$ cat src/include/pfmux_consts.vh
`ifndef PFMUX_CONSTS_VH
`define PFMUX_CONSTS_VH
// ==========================================
// register byte offsets on the bus
`define PFMUX_OFF_B_DATA 8'h00
`define PFMUX_OFF_B_DIR 8'h04
`define PFMUX_OFF_B_FUNC 8'h08
`define PFMUX_OFF_R_DATA 8'h0c
`define PFMUX_OFF_R_DIR 8'h10
`define PFMUX_OFF_R_PINS 8'h14
`define PFMUX_OFF_I_PINS 8'h18
`define PFMUX_OFF_D_PINS 8'h1c
`define PFMUX_OFF_B_PINS 8'h20
`define PFMUX_OFF_CTRL 8'h24
`define PFMUX_OFF_X_ADDR 8'h28
`define PFMUX_OFF_X_DATA 8'h2c
`define PFMUX_OFF_X_CMD 8'h30
// ==========================================
// field positions
`define PFMUX_CTRL_EXT 0
`define PFMUX_CTRL_BANK_LO 1
`define PFMUX_CTRL_HOLD 5
`define PFMUX_CTRL_D0SEL_LO 6
`define PFMUX_CMD_START 0
`define PFMUX_CMD_WRITE 1
`define PFMUX_CMD_BYTE 2
`define PFMUX_STAT_BUSY 0
`define PFMUX_STAT_HOLDA 1
// ==========================================
// pin positions
`define PFMUX_B_HOLDA 7
`define PFMUX_B_BS0 8
`define PFMUX_B_BS1 9
`define PFMUX_B_ALE 10
`define PFMUX_B_WR 11
`define PFMUX_B_HBE 12
`define PFMUX_B_BS2 13
`define PFMUX_B_BS3 14
`define PFMUX_B_RD 15
`define PFMUX_B_CTL_MASK 16'h9c00
`define PFMUX_I_RDY 4
`define PFMUX_D_SHARED 0
`define PFMUX_D_TX1 5
`define PFMUX_D_TX2 7
// ==========================================
// reset values, modes, timing
`define PFMUX_RST16 16'h0000
`define PFMUX_RST8 8'h00
`define PFMUX_D0_ENABLE 2'h0
`define PFMUX_D0_FSYNC 2'h1
`define PFMUX_D0_CLOCK 2'h2
`define PFMUX_TAIL_CYCLES 2
`endif

$ cat src/pfmux_top.v
`include "pfmux_consts.vh"
// Function
// - the wide port carries a 16-bit address and then data for external accesses.
// - an address latch strobe marks the address phase so outside logic can latch it.
// - read and write strobes signal accesses; byte or word comes from high byte select and A0.
// - the general port is 16 bits, 12 of them I/O and bits 10, 11, 12, 15 the bus strobes.
// - a function register picks plain I/O or the alternate function for each I/O pin.
// - in extended addressing, bits 8, 9, 13, 14 carry the bank number, bit 8 the lsb.
// - the 8-bit interrupt input port is readable and also feeds its peripheral functions.
// - the serial channel port gives enables, receive inputs and transmit outputs.
// - every serial channel port pin can be read by software at any time.
// - serial port bit 0 serves as receiver enable, frame sync or receiver clock by config.
// - the bidirectional port has a per-pin direction register.
// - its data register is driven onto the pins set as outputs.
// - reading the pin address returns the real pin levels.
// - an inverted copy of the clock and a half-rate clock are driven out.
// - the ready/hold pin is ready or hold request by a software bit; in hold mode I4 is ready.
module pfmux_top (
  // clock and reset
  input wire clk,
  input wire sys_rst,
  // wishbone slave
  input wire wb_cyc_i,
  input wire wb_stb_i,
  input wire wb_we_i,
  input wire [7:0] wb_adr_i,
  input wire [3:0] wb_sel_i,
  input wire [31:0] wb_dat_i,
  output reg [31:0] wb_dat_o,
  output reg wb_ack_o,
  // address/data port
  input wire [15:0] portAIn,
  output reg [15:0] portAOut,
  output reg portAOe,
  // general port with alternate functions
  input wire [15:0] portBIn,
  output reg [15:0] portBOut,
  output reg [15:0] portBOe,
  input wire [15:0] altOut,
  input wire [15:0] altOe,
  output wire [15:0] portBSync,
  // interrupt input port and ready/hold
  input wire [7:0] portIIn,
  output wire [7:0] portISync,
  input wire readyOrHoldRequest,
  output reg holdAcknowledgeOut,
  // serial channel port
  input wire [7:0] portDIn,
  output reg [7:0] portDOut,
  output reg [7:0] portDOe,
  input wire txOneData,
  input wire txOneDrive,
  input wire txTwoData,
  input wire txTwoDrive,
  output wire [7:0] portDSync,
  output reg receiverOneEnable,
  output reg decoderFrameSync,
  output reg receiverOneClock,
  // bidirectional port
  input wire [7:0] portRIn,
  output reg [7:0] portROut,
  output reg [7:0] portROe,
  // derived clocks
  output wire invertedClockOut,
  output reg halfRateClockOut
);
  // ==========================================
  // declarations
  reg [15:0] portBData;
  reg [15:0] portBDir;
  reg [15:0] portFunctionSelect;
  reg [7:0] portRData;
  reg [7:0] portRDir;
  reg extMode;
  reg [3:0] bankNumber;
  reg holdMode;
  reg [1:0] sharedSel;
  reg [15:0] xAddr;
  reg [15:0] xWdata;
  reg xPending;
  reg xWrite;
  reg xByte;
  reg holdAck;
  reg [31:0] next_rdata;
  reg [15:0] next_portBOut;
  reg [15:0] next_portBOe;
  wire [15:0] portASync;
  wire [7:0] portRSync;
  wire readyHoldSync;
  wire busReq;
  wire busWr;
  wire busRd;
  wire holdWanted;
  wire engReady;
  wire engStart;
  wire engBusy;
  wire [15:0] engRdata;
  wire engAle;
  wire engRdN;
  wire engWrN;
  wire engHbe;
  wire [15:0] engAdOut;
  wire engAdOe;
  integer i;

  // merge written byte lanes into a 16-bit register
  function [15:0] laneMerge16;
    input [15:0] old;
    input [15:0] data;
    input [1:0] sel;
    begin
      laneMerge16 = old;
      if (sel[0]) begin
        laneMerge16[7:0] = data[7:0];
      end
      if (sel[1]) begin
        laneMerge16[15:8] = data[15:8];
      end
    end
  endfunction

  // ==========================================
  // pin synchronisers
  pfmux_pin_sync #(
    .WIDTH(57)
  ) u_sync (
    .clk(clk),
    .sys_rst(sys_rst),
    .pinIn({readyOrHoldRequest, portRIn, portDIn, portIIn, portBIn, portAIn}),
    .pinSync({readyHoldSync, portRSync, portDSync, portISync, portBSync, portASync})
  );

  // ==========================================
  // wishbone decode
  assign busReq = wb_cyc_i & wb_stb_i & ~wb_ack_o;
  assign busWr = busReq & wb_we_i;
  assign busRd = busReq & ~wb_we_i;

  // single-wait ack, dropped the cycle after
  always @(posedge clk) begin
    if (sys_rst) begin
      wb_ack_o <= 1'b0;
      wb_dat_o <= 32'h00000000;
    end else begin
      wb_ack_o <= busReq;
      if (busRd) begin
        wb_dat_o <= next_rdata;
      end
    end
  end

  // read mux; pin addresses show synced pin levels
  always @* begin
    next_rdata = 32'h00000000;
    case (wb_adr_i)
      `PFMUX_OFF_B_DATA: next_rdata[15:0] = portBData;
      `PFMUX_OFF_B_DIR: next_rdata[15:0] = portBDir;
      `PFMUX_OFF_B_FUNC: next_rdata[15:0] = portFunctionSelect;
      `PFMUX_OFF_R_DATA: next_rdata[7:0] = portRData;
      `PFMUX_OFF_R_DIR: next_rdata[7:0] = portRDir;
      `PFMUX_OFF_R_PINS: next_rdata[7:0] = portRSync;
      `PFMUX_OFF_I_PINS: next_rdata[7:0] = portISync;
      `PFMUX_OFF_D_PINS: next_rdata[7:0] = portDSync;
      `PFMUX_OFF_B_PINS: next_rdata[15:0] = portBSync;
      `PFMUX_OFF_CTRL: next_rdata[7:0] = {sharedSel, holdMode, bankNumber, extMode};
      `PFMUX_OFF_X_ADDR: next_rdata[15:0] = xAddr;
      `PFMUX_OFF_X_DATA: next_rdata[15:0] = engRdata;
      `PFMUX_OFF_X_CMD: begin
        next_rdata[`PFMUX_STAT_BUSY] = xPending | engBusy;
        next_rdata[`PFMUX_STAT_HOLDA] = holdAck;
      end
      default: next_rdata = 32'h00000000;
    endcase
  end

  // ==========================================
  // software registers
  always @(posedge clk) begin
    if (sys_rst) begin
      portBData <= `PFMUX_RST16;
      portBDir <= `PFMUX_RST16;
      portFunctionSelect <= `PFMUX_RST16;
      portRData <= `PFMUX_RST8;
      portRDir <= `PFMUX_RST8;
      extMode <= 1'b0;
      bankNumber <= 4'h0;
      holdMode <= 1'b0;
      sharedSel <= `PFMUX_D0_ENABLE;
      xAddr <= `PFMUX_RST16;
      xWdata <= `PFMUX_RST16;
    end else if (busWr) begin
      case (wb_adr_i)
        `PFMUX_OFF_B_DATA: portBData <= laneMerge16(portBData, wb_dat_i[15:0], wb_sel_i[1:0]);
        `PFMUX_OFF_B_DIR: portBDir <= laneMerge16(portBDir, wb_dat_i[15:0], wb_sel_i[1:0]);
        `PFMUX_OFF_B_FUNC: begin
          portFunctionSelect <= laneMerge16(portFunctionSelect, wb_dat_i[15:0],
            wb_sel_i[1:0]);
        end
        `PFMUX_OFF_R_DATA: begin
          if (wb_sel_i[0]) begin
            portRData <= wb_dat_i[7:0];
          end
        end
        `PFMUX_OFF_R_DIR: begin
          if (wb_sel_i[0]) begin
            portRDir <= wb_dat_i[7:0];
          end
        end
        `PFMUX_OFF_CTRL: begin
          if (wb_sel_i[0]) begin
            extMode <= wb_dat_i[`PFMUX_CTRL_EXT];
            bankNumber <= wb_dat_i[`PFMUX_CTRL_BANK_LO +: 4];
            holdMode <= wb_dat_i[`PFMUX_CTRL_HOLD];
            sharedSel <= wb_dat_i[`PFMUX_CTRL_D0SEL_LO +: 2];
          end
        end
        `PFMUX_OFF_X_ADDR: xAddr <= laneMerge16(xAddr, wb_dat_i[15:0], wb_sel_i[1:0]);
        `PFMUX_OFF_X_DATA: xWdata <= laneMerge16(xWdata, wb_dat_i[15:0], wb_sel_i[1:0]);
        default: begin
        end
      endcase
    end
  end

  // ==========================================
  // external access launch and hold arbitration
  assign holdWanted = holdMode & readyHoldSync;
  assign engStart = xPending & ~holdAck & ~holdWanted;
  // ready comes from I4 in hold mode, else the shared pin
  assign engReady = holdMode ? portISync[`PFMUX_I_RDY] : readyHoldSync;

  // command is refused while an access is pending or running
  always @(posedge clk) begin
    if (sys_rst) begin
      xPending <= 1'b0;
      xWrite <= 1'b0;
      xByte <= 1'b0;
      holdAck <= 1'b0;
    end else begin
      if (busWr && wb_adr_i == `PFMUX_OFF_X_CMD && wb_sel_i[0] &&
          wb_dat_i[`PFMUX_CMD_START] && !xPending && !engBusy) begin
        xPending <= 1'b1;
        xWrite <= wb_dat_i[`PFMUX_CMD_WRITE];
        xByte <= wb_dat_i[`PFMUX_CMD_BYTE];
      end else if (engStart) begin
        xPending <= 1'b0;
      end
      // hold granted only between accesses
      holdAck <= holdWanted & (holdAck | ~engBusy);
    end
  end

  pfmux_ext_bus #(
    .TAIL(`PFMUX_TAIL_CYCLES)
  ) u_bus (
    .clk(clk),
    .sys_rst(sys_rst),
    .start(engStart),
    .writeAcc(xWrite),
    .byteAcc(xByte),
    .addr(xAddr),
    .wdata(xWdata),
    .ready(engReady),
    .adIn(portASync),
    .busy(engBusy),
    .rdata(engRdata),
    .ale(engAle),
    .readStrobeN(engRdN),
    .writeStrobeN(engWrN),
    .highByteSelect(engHbe),
    .adOut(engAdOut),
    .adOe(engAdOe)
  );

  // ==========================================
  // general port pin mux
  always @* begin
    for (i = 0; i < 16; i = i + 1) begin
      if (portFunctionSelect[i]) begin
        next_portBOut[i] = altOut[i];
        next_portBOe[i] = altOe[i];
      end else begin
        next_portBOut[i] = portBData[i];
        next_portBOe[i] = portBDir[i];
      end
    end
    // bank number overrides the timer outputs
    if (extMode) begin
      next_portBOut[`PFMUX_B_BS0] = bankNumber[0];
      next_portBOut[`PFMUX_B_BS1] = bankNumber[1];
      next_portBOut[`PFMUX_B_BS2] = bankNumber[2];
      next_portBOut[`PFMUX_B_BS3] = bankNumber[3];
      next_portBOe[`PFMUX_B_BS0] = 1'b1;
      next_portBOe[`PFMUX_B_BS1] = 1'b1;
      next_portBOe[`PFMUX_B_BS2] = 1'b1;
      next_portBOe[`PFMUX_B_BS3] = 1'b1;
    end
    if (holdMode) begin
      next_portBOut[`PFMUX_B_HOLDA] = holdAck;
      next_portBOe[`PFMUX_B_HOLDA] = 1'b1;
    end
    // bus strobes float while the bus is held
    next_portBOut[`PFMUX_B_ALE] = engAle;
    next_portBOut[`PFMUX_B_WR] = engWrN;
    next_portBOut[`PFMUX_B_HBE] = engHbe;
    next_portBOut[`PFMUX_B_RD] = engRdN;
    next_portBOe = (next_portBOe & ~`PFMUX_B_CTL_MASK) | ({16{~holdAck}} & `PFMUX_B_CTL_MASK);
  end

  // ==========================================
  // registered pin outputs
  always @(posedge clk) begin
    if (sys_rst) begin
      portAOut <= 16'h0000;
      portAOe <= 1'b0;
      portBOut <= 16'h0000;
      portBOe <= 16'h0000;
      portROut <= 8'h00;
      portROe <= 8'h00;
      portDOut <= 8'h00;
      portDOe <= 8'h00;
      holdAcknowledgeOut <= 1'b0;
    end else begin
      portAOut <= engAdOut;
      portAOe <= engAdOe & ~holdAck;
      portBOut <= next_portBOut;
      portBOe <= next_portBOe;
      portROut <= portRData;
      portROe <= portRDir;
      portDOut <= {txTwoData, 1'b0, txOneData, 5'h00};
      portDOe <= {txTwoDrive, 1'b0, txOneDrive, 5'h00};
      holdAcknowledgeOut <= holdAck;
    end
  end

  // ==========================================
  // shared serial pin routing
  always @(posedge clk) begin
    if (sys_rst) begin
      receiverOneEnable <= 1'b0;
      decoderFrameSync <= 1'b0;
      receiverOneClock <= 1'b0;
    end else begin
      receiverOneEnable <= (sharedSel == `PFMUX_D0_ENABLE) &
        portDSync[`PFMUX_D_SHARED];
      decoderFrameSync <= (sharedSel == `PFMUX_D0_FSYNC) &
        portDSync[`PFMUX_D_SHARED];
      receiverOneClock <= (sharedSel == `PFMUX_D0_CLOCK) &
        portDSync[`PFMUX_D_SHARED];
    end
  end

  // ==========================================
  // derived clocks
  assign invertedClockOut = ~clk;

  // toggles every rising edge for half rate
  always @(posedge clk) begin
    if (sys_rst) begin
      halfRateClockOut <= 1'b0;
    end else begin
      halfRateClockOut <= ~halfRateClockOut;
    end
  end
endmodule // pfmux_top

$ cat src/pfmux_pin_sync.v
// ==========================================
// two-stage synchroniser for pin inputs
module pfmux_pin_sync #(
  parameter WIDTH = 8
) (
  // clock and reset
  input wire clk,
  input wire sys_rst,
  // pins in, synchronised out
  input wire [WIDTH-1:0] pinIn,
  output reg [WIDTH-1:0] pinSync
);
  reg [WIDTH-1:0] stageOne;

  // first stage feeds only the second
  always @(posedge clk) begin
    if (sys_rst) begin
      stageOne <= {WIDTH{1'b0}};
      pinSync <= {WIDTH{1'b0}};
    end else begin
      stageOne <= pinIn;
      pinSync <= stageOne;
    end
  end
endmodule // pfmux_pin_sync

$ cat src/pfmux_ext_bus.v
`include "pfmux_consts.vh"
// ==========================================
// multiplexed address/data bus sequencer
module pfmux_ext_bus #(
  parameter TAIL = `PFMUX_TAIL_CYCLES
) (
  // clock and reset
  input wire clk,
  input wire sys_rst,
  // access request
  input wire start,
  input wire writeAcc,
  input wire byteAcc,
  input wire [15:0] addr,
  input wire [15:0] wdata,
  input wire ready,
  input wire [15:0] adIn,
  // status and read data
  output wire busy,
  output reg [15:0] rdata,
  // bus pins before the output stage
  output reg ale,
  output reg readStrobeN,
  output reg writeStrobeN,
  output reg highByteSelect,
  output reg [15:0] adOut,
  output reg adOe
);
  localparam S_IDLE = 4'h1;
  localparam S_ADDR = 4'h2;
  localparam S_STRB = 4'h4;
  localparam S_TAIL = 4'h8;

  reg [3:0] state;
  reg isWrite;
  reg [15:0] wdataHeld;
  reg [1:0] tailCnt;

  assign busy = ~state[0];

  // address phase, strobe phase, then a tail for the data sync
  always @(posedge clk) begin
    if (sys_rst) begin
      state <= S_IDLE;
      isWrite <= 1'b0;
      wdataHeld <= 16'h0000;
      tailCnt <= 2'h0;
      rdata <= 16'h0000;
      ale <= 1'b0;
      readStrobeN <= 1'b1;
      writeStrobeN <= 1'b1;
      highByteSelect <= 1'b0;
      adOut <= 16'h0000;
      adOe <= 1'b0;
    end else begin
      case (state)
        S_IDLE: begin
          if (start) begin
            adOut <= addr;
            adOe <= 1'b1;
            ale <= 1'b1;
            highByteSelect <= ~byteAcc | addr[0];
            isWrite <= writeAcc;
            wdataHeld <= wdata;
            state <= S_ADDR;
          end
        end
        S_ADDR: begin
          ale <= 1'b0;
          adOut <= wdataHeld;
          adOe <= isWrite;
          readStrobeN <= isWrite;
          writeStrobeN <= ~isWrite;
          state <= S_STRB;
        end
        S_STRB: begin
          // ready low stretches the strobe
          if (ready) begin
            tailCnt <= 2'h0;
            state <= S_TAIL;
          end
        end
        S_TAIL: begin
          tailCnt <= tailCnt + 2'h1;
          // one extra count covers the two-flop lag on the data pins
          if (tailCnt == TAIL) begin
            if (!isWrite) begin
              rdata <= adIn;
            end
            readStrobeN <= 1'b1;
            writeStrobeN <= 1'b1;
            adOe <= 1'b0;
            state <= S_IDLE;
          end
        end
        default: begin
          state <= S_IDLE;
        end
      endcase
    end
  end
endmodule // pfmux_ext_bus

$ cat config.mk
export PLATFORM = sky130hd
export DESIGN_NAME = pfmux_top
export DESIGN_NICKNAME = d
export VERILOG_FILES = /design/src/pfmux_top.v /design/src/pfmux_pin_sync.v /design/src/pfmux_ext_bus.v
export VERILOG_INCLUDE_DIRS = /design/src /design/src/include
export SDC_FILE = /design/constraint.sdc
export NUM_CORES = 1
export LEC_CHECK = 0
export BUFFER_PORTS_ARGS = -buffer_cell sky130_fd_sc_hd__buf_2
export CAP_MARGIN = 20
export CORE_UTILIZATION = 40
export DETAILED_ROUTE_END_ITERATION = 10
export GPL_TIMING_DRIVEN = 0
export SLEW_MARGIN = 20
export SYNTH_ARGS = -nofsm -noshare
export SYNTH_HDL_FRONTEND = slang
export SYNTH_SLANG_ARGS = --single-unit
export TNS_END_PERCENT = 10
$ cat constraint.sdc
create_clock -name clk -period 1.85 [get_ports clk]
set_clock_uncertainty 0.1 [all_clocks]
set_input_delay 0.185 -clock clk [delete_from_list [all_inputs] [get_ports clk]]
set_output_delay 0.185 -clock clk [all_outputs]
set_load 0.005 [all_outputs]
==> reports/results.txt, run 1 <==
PD cells = 958.9 nW/um2
Arr. time, crit path = 2.22 ns
Switching Fraction = 22.02%
Final #Nets = 1993
Crit-path max cell delay = 0.58 ns
Critical-path cell list = or4b_4 > or3_4 > buf_8 > buf_4 > nand2_1 > a21oi_1
Hold Crit Class = primary input to flip-flop
Sequential area share after synthesis = 54.22%
Cell at the slowest stage of the critical path = or4b_4
P_int = 13.45 mW
H-Tree Depth = 2
CP endpoint kind = flip-flop
Final Hold Vio Count = 0
Post-route antenna net violation count = 0
Yosys reg bits = 370
Setup ws final = -0.1002 ns
LEAKAGE = 7.481 nW
Max cap viols = 0
CP max FO = 6
Clk buf depth = 3
Commonest non-fill, non-tap cells in the layout = dfxtp_1, buf_2, nand2_1
Area growth syn-to-layout = 31.62%
Inst Count DP = 2156
IO buf count = 228
GR Overflow Total = 0
Cell Area, Synth = 13660 um2
Initial core utilization = 40.74%
FP Rows = 67
Worst-Skew Late Latency = 0.53 ns
Synth unique cells = 65
Layout cells sized above 1 = 22.92%
Final Non-Filler Cells = 2326
Core Area = 33530 um2
Min-delay src = wb_dat_i[7]
Post-DR vias/cell = 4.989
R2R depth = 6
Setup slack at placement = -0.6923 ns
Violated checks = negative setup slack
Root Buffer = clkbuf_16
Stages on the worst setup path = 6
Hold Path Stages = 3
NetSw = 3.798 mW
Multi-input gate area = 5717 um2
Commonest non-fill, non-tap cell in the layout = dfxtp_1
Final min period = 1.950 ns
Crit Path Category = flip-flop to flip-flop
Vias in the first global route = 11060
Predominant post-synthesis flop cell = dfxtp_1
Fill cells = 3179
Final setup violation count = 16
Crit path from = u_bus.state[1]
Sequential power share = 47.5%
Die ar. = 34900 um2
CP top delay family = simple AND/OR/NAND/NOR gates
Max frequency = 512.8 MHz
Routed length per instance = 19.60 um
RSZ-0062 raised after global routing = true
DRT iter0 DRCs = 735
Setup TNS = -1.159 ns
Vias = 11610
Final worst path period share = 105.4%
Worst EP required = 2.12 ns
Status = finished with violations
Clock network power share = 46.6%
Combinational share of power = 5.9%
Reg area = 7422 um2
Hpwl dp = 34.06 mm
Num CTS Buffers = 40
Drc violations = 0
Max-slew violation count = 0
Clock slew at reported path FFs = 0.07 ns
Post-synth EDFFs = 0
Ys Warns = 0
Slew Limit Headroom = 36.18%
DRT Pass-1 Iters = 5
IO Pins = 294
Largest net degree at the start of global routing = 15
Fraction of registers with async set/reset = 0%
Startpoint Class = flip-flop
First-pass GRT wire length = 67.23 mm
Reg-to-Reg Start = u_bus.state[1]
Die width = 186.8 um
Mean Syn Cell Area = 9.403 um2
Initial antenna violation count = 2
Maximum vdd drop = 0.0005397 V
Worst-Margin Slew = 0.9573 ns
RePlAce Congestion = 0.9476
GRT Overall Usage = 25.60%
TritonCTS clock tree = done
Final wirelength = 45.58 mm
Syn Inst Count = 1453
Height of the die = 186.8 um
Buf/Inv on CP = 2
## cells in the mapped netlist, types with 2 or more instances
| cell type | number | area, um2 |
|---|---|---|
| dfxtp_1 | 370 | 7407 |
| nand2_1 | 197 | 739.5 |
| nor2b_1 | 168 | 1051 |
| a21oi_1 | 123 | 615.6 |
| nor2_1 | 116 | 435.4 |
| nand3_1 | 79 | 395.4 |
| mux2i_1 | 75 | 750.7 |
| clkbuf_1 | 67 | 251.5 |
| buf_4 | 36 | 270.3 |
| buf_2 | 27 | 135.1 |
| a211oi_1 | 17 | 127.6 |
| a22oi_1 | 17 | 127.6 |
| a311oi_1 | 16 | 140.1 |
| o21ai_0 | 14 | 70.07 |
| a221oi_1 | 13 | 113.9 |
| a22o_1 | 9 | 78.83 |
| nor3_1 | 8 | 40.04 |
| mux2_2 | 7 | 78.83 |
| a222oi_1 | 6 | 60.06 |
| o211ai_1 | 5 | 37.54 |
| and2_1 | 4 | 25.02 |
| buf_6 | 4 | 45.04 |
| inv_1 | 4 | 15.01 |
| nand3_2 | 4 | 40.04 |
| nand4_1 | 4 | 25.02 |
| a31oi_1 | 3 | 18.77 |
| and3_1 | 3 | 18.77 |
| buf_1 | 3 | 11.26 |
| nand3b_1 | 3 | 22.52 |
| nor4b_4 | 3 | 71.32 |
| nor4bb_1 | 3 | 30.03 |
| o21a_1 | 3 | 22.52 |
| a32oi_1 | 2 | 17.52 |
| and2_0 | 2 | 12.51 |
| and3b_1 | 2 | 17.52 |
| nand2b_1 | 2 | 12.51 |
| nor3b_1 | 2 | 15.01 |
| nor4_1 | 2 | 12.51 |
| nor4b_2 | 2 | 30.03 |
| o22ai_1 | 2 | 12.51 |
| o31ai_1 | 2 | 15.01 |
## layout make-up
cell class                 instances  area share (%)
multi-input combinational        969           31.79
inverter                           3         0.06262
clock buffer                      57           6.582
timing repair buffer             332           12.09
clock inverter                    13          0.8628
buffer                           132           4.196
tap                              448           3.117
antenna                            2         0.02783
sequential                       370           41.27
## per-stage QoR
step                      util (%)  hold WS (ns)  power (mW)  cell area [um2]
final                        53.63       0.03675       17.24            17980
after global routing         53.61       0.04556       17.82            17980
after CTS                    53.11       0.02163       17.31            17810
after detailed placement     46.16        0.2071       9.229            15480
after global placement       46.16        0.2071       9.224            15480
after floorplan                  -        0.1115       8.785            13780
## routing by layer
layer,vias up,track usage (%),share of wire [%]
met3,89,4.371,7.1
li1,5680,-,-
met5,-,0,0.029
met2,489,42.61,47
met4,2,8.354,3.1
met1,5345,33.67,43
## state kept, by name, indices dropped and copies added, names as in the netlist, 2 cells and up
signal and flops:
portBData 16, portROe 8, portRDir 8, portRData 8
portBOut 16, u_sync.stageOne 57, u_bus.tailCnt 2, u_bus.rdata 16
portBOe 13, xWdata 16, portFunctionSelect 16, portROut 8
wb_dat_o 16, portAOut 16, portDOut 2, portDOe 2
u_sync.pinSync 57, u_bus.wdataHeld 16, xAddr 16, portBDir 16
bankNumber 4, sharedSel 2, u_bus.adOut 16, u_bus.state 4
## final timing paths
kind	end	slack (ns)
max	u_bus.rdata[15]	-0.10
min	portBData[7]	0.04
max reg2reg	u_bus.rdata[15]	-0.10
min reg2reg	halfRateClockOut	0.31
## repair_timing
item                       in CTS  in global routing
setup buffers                   3                  8
hold endpoints to repair      125                  0
resized for setup              27                 44
hold buffers                   93                  0
setup endpoints to repair     177                128
cloned                          1                  0
pin swaps                       3                  7
## worst register-to-register path: stages (launching register included)
cell and delay [ns]:
dfxtp_2 0.35, or4b_4 0.58, or3_4 0.36, buf_8 0.15, buf_4 0.15, nand2_1 0.06, a21oi_1 0.06
## power by group through the flow
stage          Combinational [mW]  Sequential, mW  Clock, mW
2_1_floorplan               0.435            8.34     0.0124
4_1_cts                     0.993            8.19       8.13
5_1_grt                      1.09            8.20       8.53
3_3_place_gp                0.832            8.36     0.0301
6_report                     1.01            8.19       8.04
3_5_place_dp                0.836            8.36     0.0301
## cells by family (layout without fill, tap and decap cells)
logic type / after synthesis / count (layout) / share of synthesized area (%)
adders and majority gates: 1 / 1 / 0.09157
other: 1 / 30 / 0.02745
DFF: 370 / 370 / 54.22
and+or+nand+nor: 619 / 619 / 23.07
muxes: 83 / 83 / 6.237
AOI/OAI and AO/OA: 238 / 238 / 11.03
buffers and inverters: 141 / 537 / 5.330
Power figures use the tool's default switching activity.
==> run 2, diff against run 1 <==
--- a/config.mk
+++ b/config.mk
@@ -8,11 +8,13 @@
 export LEC_CHECK = 0
 export BUFFER_PORTS_ARGS = -buffer_cell sky130_fd_sc_hd__buf_2
 export CAP_MARGIN = 20
+export CORE_MARGIN = 2
 export CORE_UTILIZATION = 40
 export DETAILED_ROUTE_END_ITERATION = 10
 export GPL_TIMING_DRIVEN = 0
 export SLEW_MARGIN = 20
 export SYNTH_ARGS = -nofsm -noshare
 export SYNTH_HDL_FRONTEND = slang
+export SYNTH_HIERARCHICAL = 1
 export SYNTH_SLANG_ARGS = --single-unit
 export TNS_END_PERCENT = 10
==> reports/results.txt, run 2 <==
Critical-path cell list = buf_2 > buf_4 > buf_2 > mux2i_1 > o22ai_1 > a22o_1 > a311o_1 > a22o_1
Sequential power share = 44.5% (-3.0 points)
Status = finished with violations
GR Overflow Total = 0 (unchanged)
Commonest non-fill, non-tap cells in the layout = dfxtp_1, buf_2, nor2b_1
Combinational share of power = 13.4% (+7.5 points)
Synth Area in Simple Gates = 21.25% (-1.8 points)
Fraction of registers with async set/reset = 0% (unchanged)
Clock network power share = 42.2% (-4.4 points)
Final wirelength = 48.89 mm (+7.3%)
PD cells = 979.4 nW/um2 (+2.1%)
Drc violations = 0 (unchanged)
Cell Area, Placed = 16260 um2 (+5.0%)
LEAKAGE = 8.098 nW (+8.3%)
Hold EP = wb_ack_o
Area growth syn-to-layout = 31.08%
IO Pins = 294 (unchanged)
Synth Area in Adders = 0.08666% (-0.0049 points)
Clk buf depth = 3 (unchanged)
Final setup violation count = 2 (-14)
Hpwl dp = 36.49 mm (+7.1%)
Min-delay src = wb_cyc_i
Biggest regs = u_sync/pinSync: 57 flops, u_sync/stageOne: 57 flops
Max-slew violation count = 0 (unchanged)
Post-route antenna net violation count = 0 (unchanged)
Reg area = 7413 um2 (-0.12%)
Largest family of logic cells by synthesized area = simple AND/OR/NAND/NOR gates
Multi-input gate area = 6419 um2 (+12%)
P_int = 13.73 mW (+2.1%)
Final worst path period share = 102.0% (-3.4 points)
Area leader, netlist = dfxtp_1
Mean Syn Cell Area = 9.822 um2 (+4.5%)
Post-layout util = 53.21% (-0.42 points)
CP endpoint kind = flip-flop
Worst-Margin Slew = 0.9846 ns (+0.02727 ns)
RSZ-0062 raised after global routing = true
Max frequency = 529.9 MHz (+3.3%)
Hold Crit Class = primary input to flip-flop
Cell with the most instances after synthesis = dfxtp_1
Cell area after layout = 18930 um2 (+5.3%)
DRT iter0 DRCs = 916 (+25%)
Core Area = 35570 um2 (+6.1%)
Post-synth top area share = 51.30% (-2.9 points)
Stages on the worst setup path = 8 (+2)
Worst EP required = 2.16 ns (+0.04 ns)
Violated checks = negative setup slack
WHS = 0.03824 ns (+0.001495 ns)
Maximum vdd drop = 0.0006363 V (+18%)
Inst Count DP = 2186 (+1.4%)
R2R Path End = wb_dat_o[7]
Post-synthesis mux area share = 8.518% (+2.3 points)
GRT Overall Usage = 25.13% (-0.46 points)
Vias = 12270 (+5.8%)
Final min period = 1.887 ns (-0.06310 ns)
Buf/Inv on CP = 3 (+1)
Synth unique cells = 73 (+12%)
Initial antenna violation count = 0 (-2)
Final #Nets = 2022 (+1.5%)
Routed length per instance = 20.66 um (+5.4%)
Area contributors post-synth = dfxtp_1, mux2i_1, nor2b_1
TritonCTS clock tree = done
NetSw = 4.808 mW (+27%)
Post-Synth XOR/XNOR Area = 0.06066% (+0.061 points)
Setup slack at placement = -1.038 ns (-0.3459 ns)
Vias in the first global route = 11910 (+7.7%)
Max cap viols = 0 (unchanged)
Cell at the slowest stage of the critical path = buf_2
Num CTS Buffers = 41 (+2.5%)
First-pass GRT wire length = 72.63 mm (+8.0%)
H-Tree Depth = 2 (unchanged)
Final Non-Filler Cells = 2367 (+1.8%)
Most frequent cells after synthesis = dfxtp_1, nor2b_1, nor2_1
Arr. time, crit path = 2.20 ns (-0.02 ns)
Yosys reg bits = 370 (unchanged)
RePlAce Congestion = 0.9406 (-0.74%)
Height of the die = 194.0 um (+3.8%)
FP Rows = 69 (+3.0%)
CP max FO = 10 (+4)
Hold Path Stages = 3 (unchanged)
Post-DR vias/cell = 5.185 (+3.9%)
Synth Area in Compound Gates = 12.69% (+1.7 points)
Final Hold Vio Count = 0 (unchanged)
Reg-to-Reg Start = portFunctionSelect[7]
Final Power = 18.54 mW (+7.5%)
IO buf count = 228 (unchanged)
Crit-path max cell delay = 0.42 ns (-0.16 ns)
Initial core utilization = 40.59% (-0.15 points)
Root Buffer = clkbuf_16
Switching Fraction = 25.94% (+3.9 points)
Setup TNS = -0.04254 ns (+1.117 ns)
Layout cells sized above 1 = 26.88% (+4.0 points)
Fill cells = 3264 (+2.7%)
Die ar. = 37630 um2 (+7.8%)
Syn Inst Count = 1470 (+1.2%)
Flop2flop setup slack = 0 ns (+0.10 ns)
Predominant post-synthesis flop cell = dfxtp_1
Ys Warns = 6 (+6)
Largest net degree at the start of global routing = 15 (unchanged)
Startpoint Class = primary input
Crit Path Category = primary input to flip-flop
Sequential area share after synthesis = 51.30% (-2.9 points)
Setup ws final = -0.03711 ns (+0.06310 ns)
Slew Limit Headroom = 34.00% (-2.2 points)
Commonest non-fill, non-tap cell in the layout = dfxtp_1
Worst-Skew Late Latency = 0.53 ns (about the same)
Die width = 194.0 um (+3.8%)
CP top delay family = compound AO/OA/AOI/OAI gates
R2R depth = 4 (-2)
Clock slew at reported path FFs = 0.06 ns (about the same)
Post-synth EDFFs = 0 (unchanged)
Cell Area, Synth = 14440 um2 (+5.7%)
DRT Pass-1 Iters = 7 (+2)
## run 2: changes by cell type after synthesis, sizes merged, moves of 8 or more
cell / previous run / this run
mux2i: 75 / 109
nand2: 197 / 100
nand3: 83 / 70
a221oi: 13 / 5
buf: 70 / 99
clkbuf: 67 / 42
nor2: 119 / 140
a21oi: 123 / 92
o22ai: 2 / 12
o21ai: 14 / 66
## run 2: how the worst max path moves through the flow
stage | start | end | slack [ns]
2_1_floorplan | holdMode | u_bus/adOut[10] | 0.03
3_3_place_gp | sys_rst | portBOe[6] | -1.02
3_5_place_dp | sys_rst | portBOe[5] | -1.04
4_1_cts | wb_ack_o | xByte | -0.04
5_1_grt | wb_ack_o | wb_dat_o[1] | -0.07
6_report | wb_adr_i[3] | wb_dat_o[5] | -0.04
## run 2: tightest hold or removal path: stages
cell,delay [ns]
buf_2,0.08
and3b_2,0.22
nor2b_1,0.13
## run 2: power groups by stage
stage	Clock, mW	Combinational, mW	Sequential (mW)
after floorplan	0.0124	1.47	8.37
after global placement	0.0301	2.12	8.41
after detailed placement	0.0301	2.15	8.41
after CTS	7.88	2.34	8.23
after global routing	8.28	2.69	8.25
final	7.81	2.48	8.24
## run 2: routing by layer
| metal | vias up | global-route usage (%) | wire, um |
|---|---|---|---|
| li1 | 5842 | - | - |
| met1 | 5869 | 35.06 | 22490 |
| met2 | 473 | 39.82 | 21930 |
| met3 | 90 | 3.879 | 2994 |
| met4 | 0 | 8.249 | 1477 |
| met5 | - | 0 | 0 |
## run 2: what timing repair did
| action | 4_1_cts | 5_1_grt |
|---|---|---|
| gates resized for setup | 40 | 74 |
| hold buffers | 101 | 0 |
| pin swaps | 0 | 3 |
| endpoints found under the setup margin | 198 | 143 |
| endpoints found under the hold margin | 152 | 0 |
| cloned | 0 | 2 |
| setup buffers | 0 | 9 |
## run 2: area by class of cell
class                      count  area share, %
multi-input combinational    976          33.91
clock buffer                  58          6.274
sequential                   370          39.17
buffer                       140          4.978
timing repair buffer         339          11.88
clock inverter                13         0.5355
inverter                       9         0.1917
tap                          461          3.048
antenna                        1        0.01322
## run 2: logic make-up (layout without fill, tap and decap cells)
kind of cell	Yosys count	in the layout
xor gates and xnor gates	1	1
adders and majority gates	1	1
other	1	29
and+or+nand+nor	557	557
muxes	120	120
buffers and inverters	151	559
DFF	370	370
AOI/OAI and AO/OA	269	269
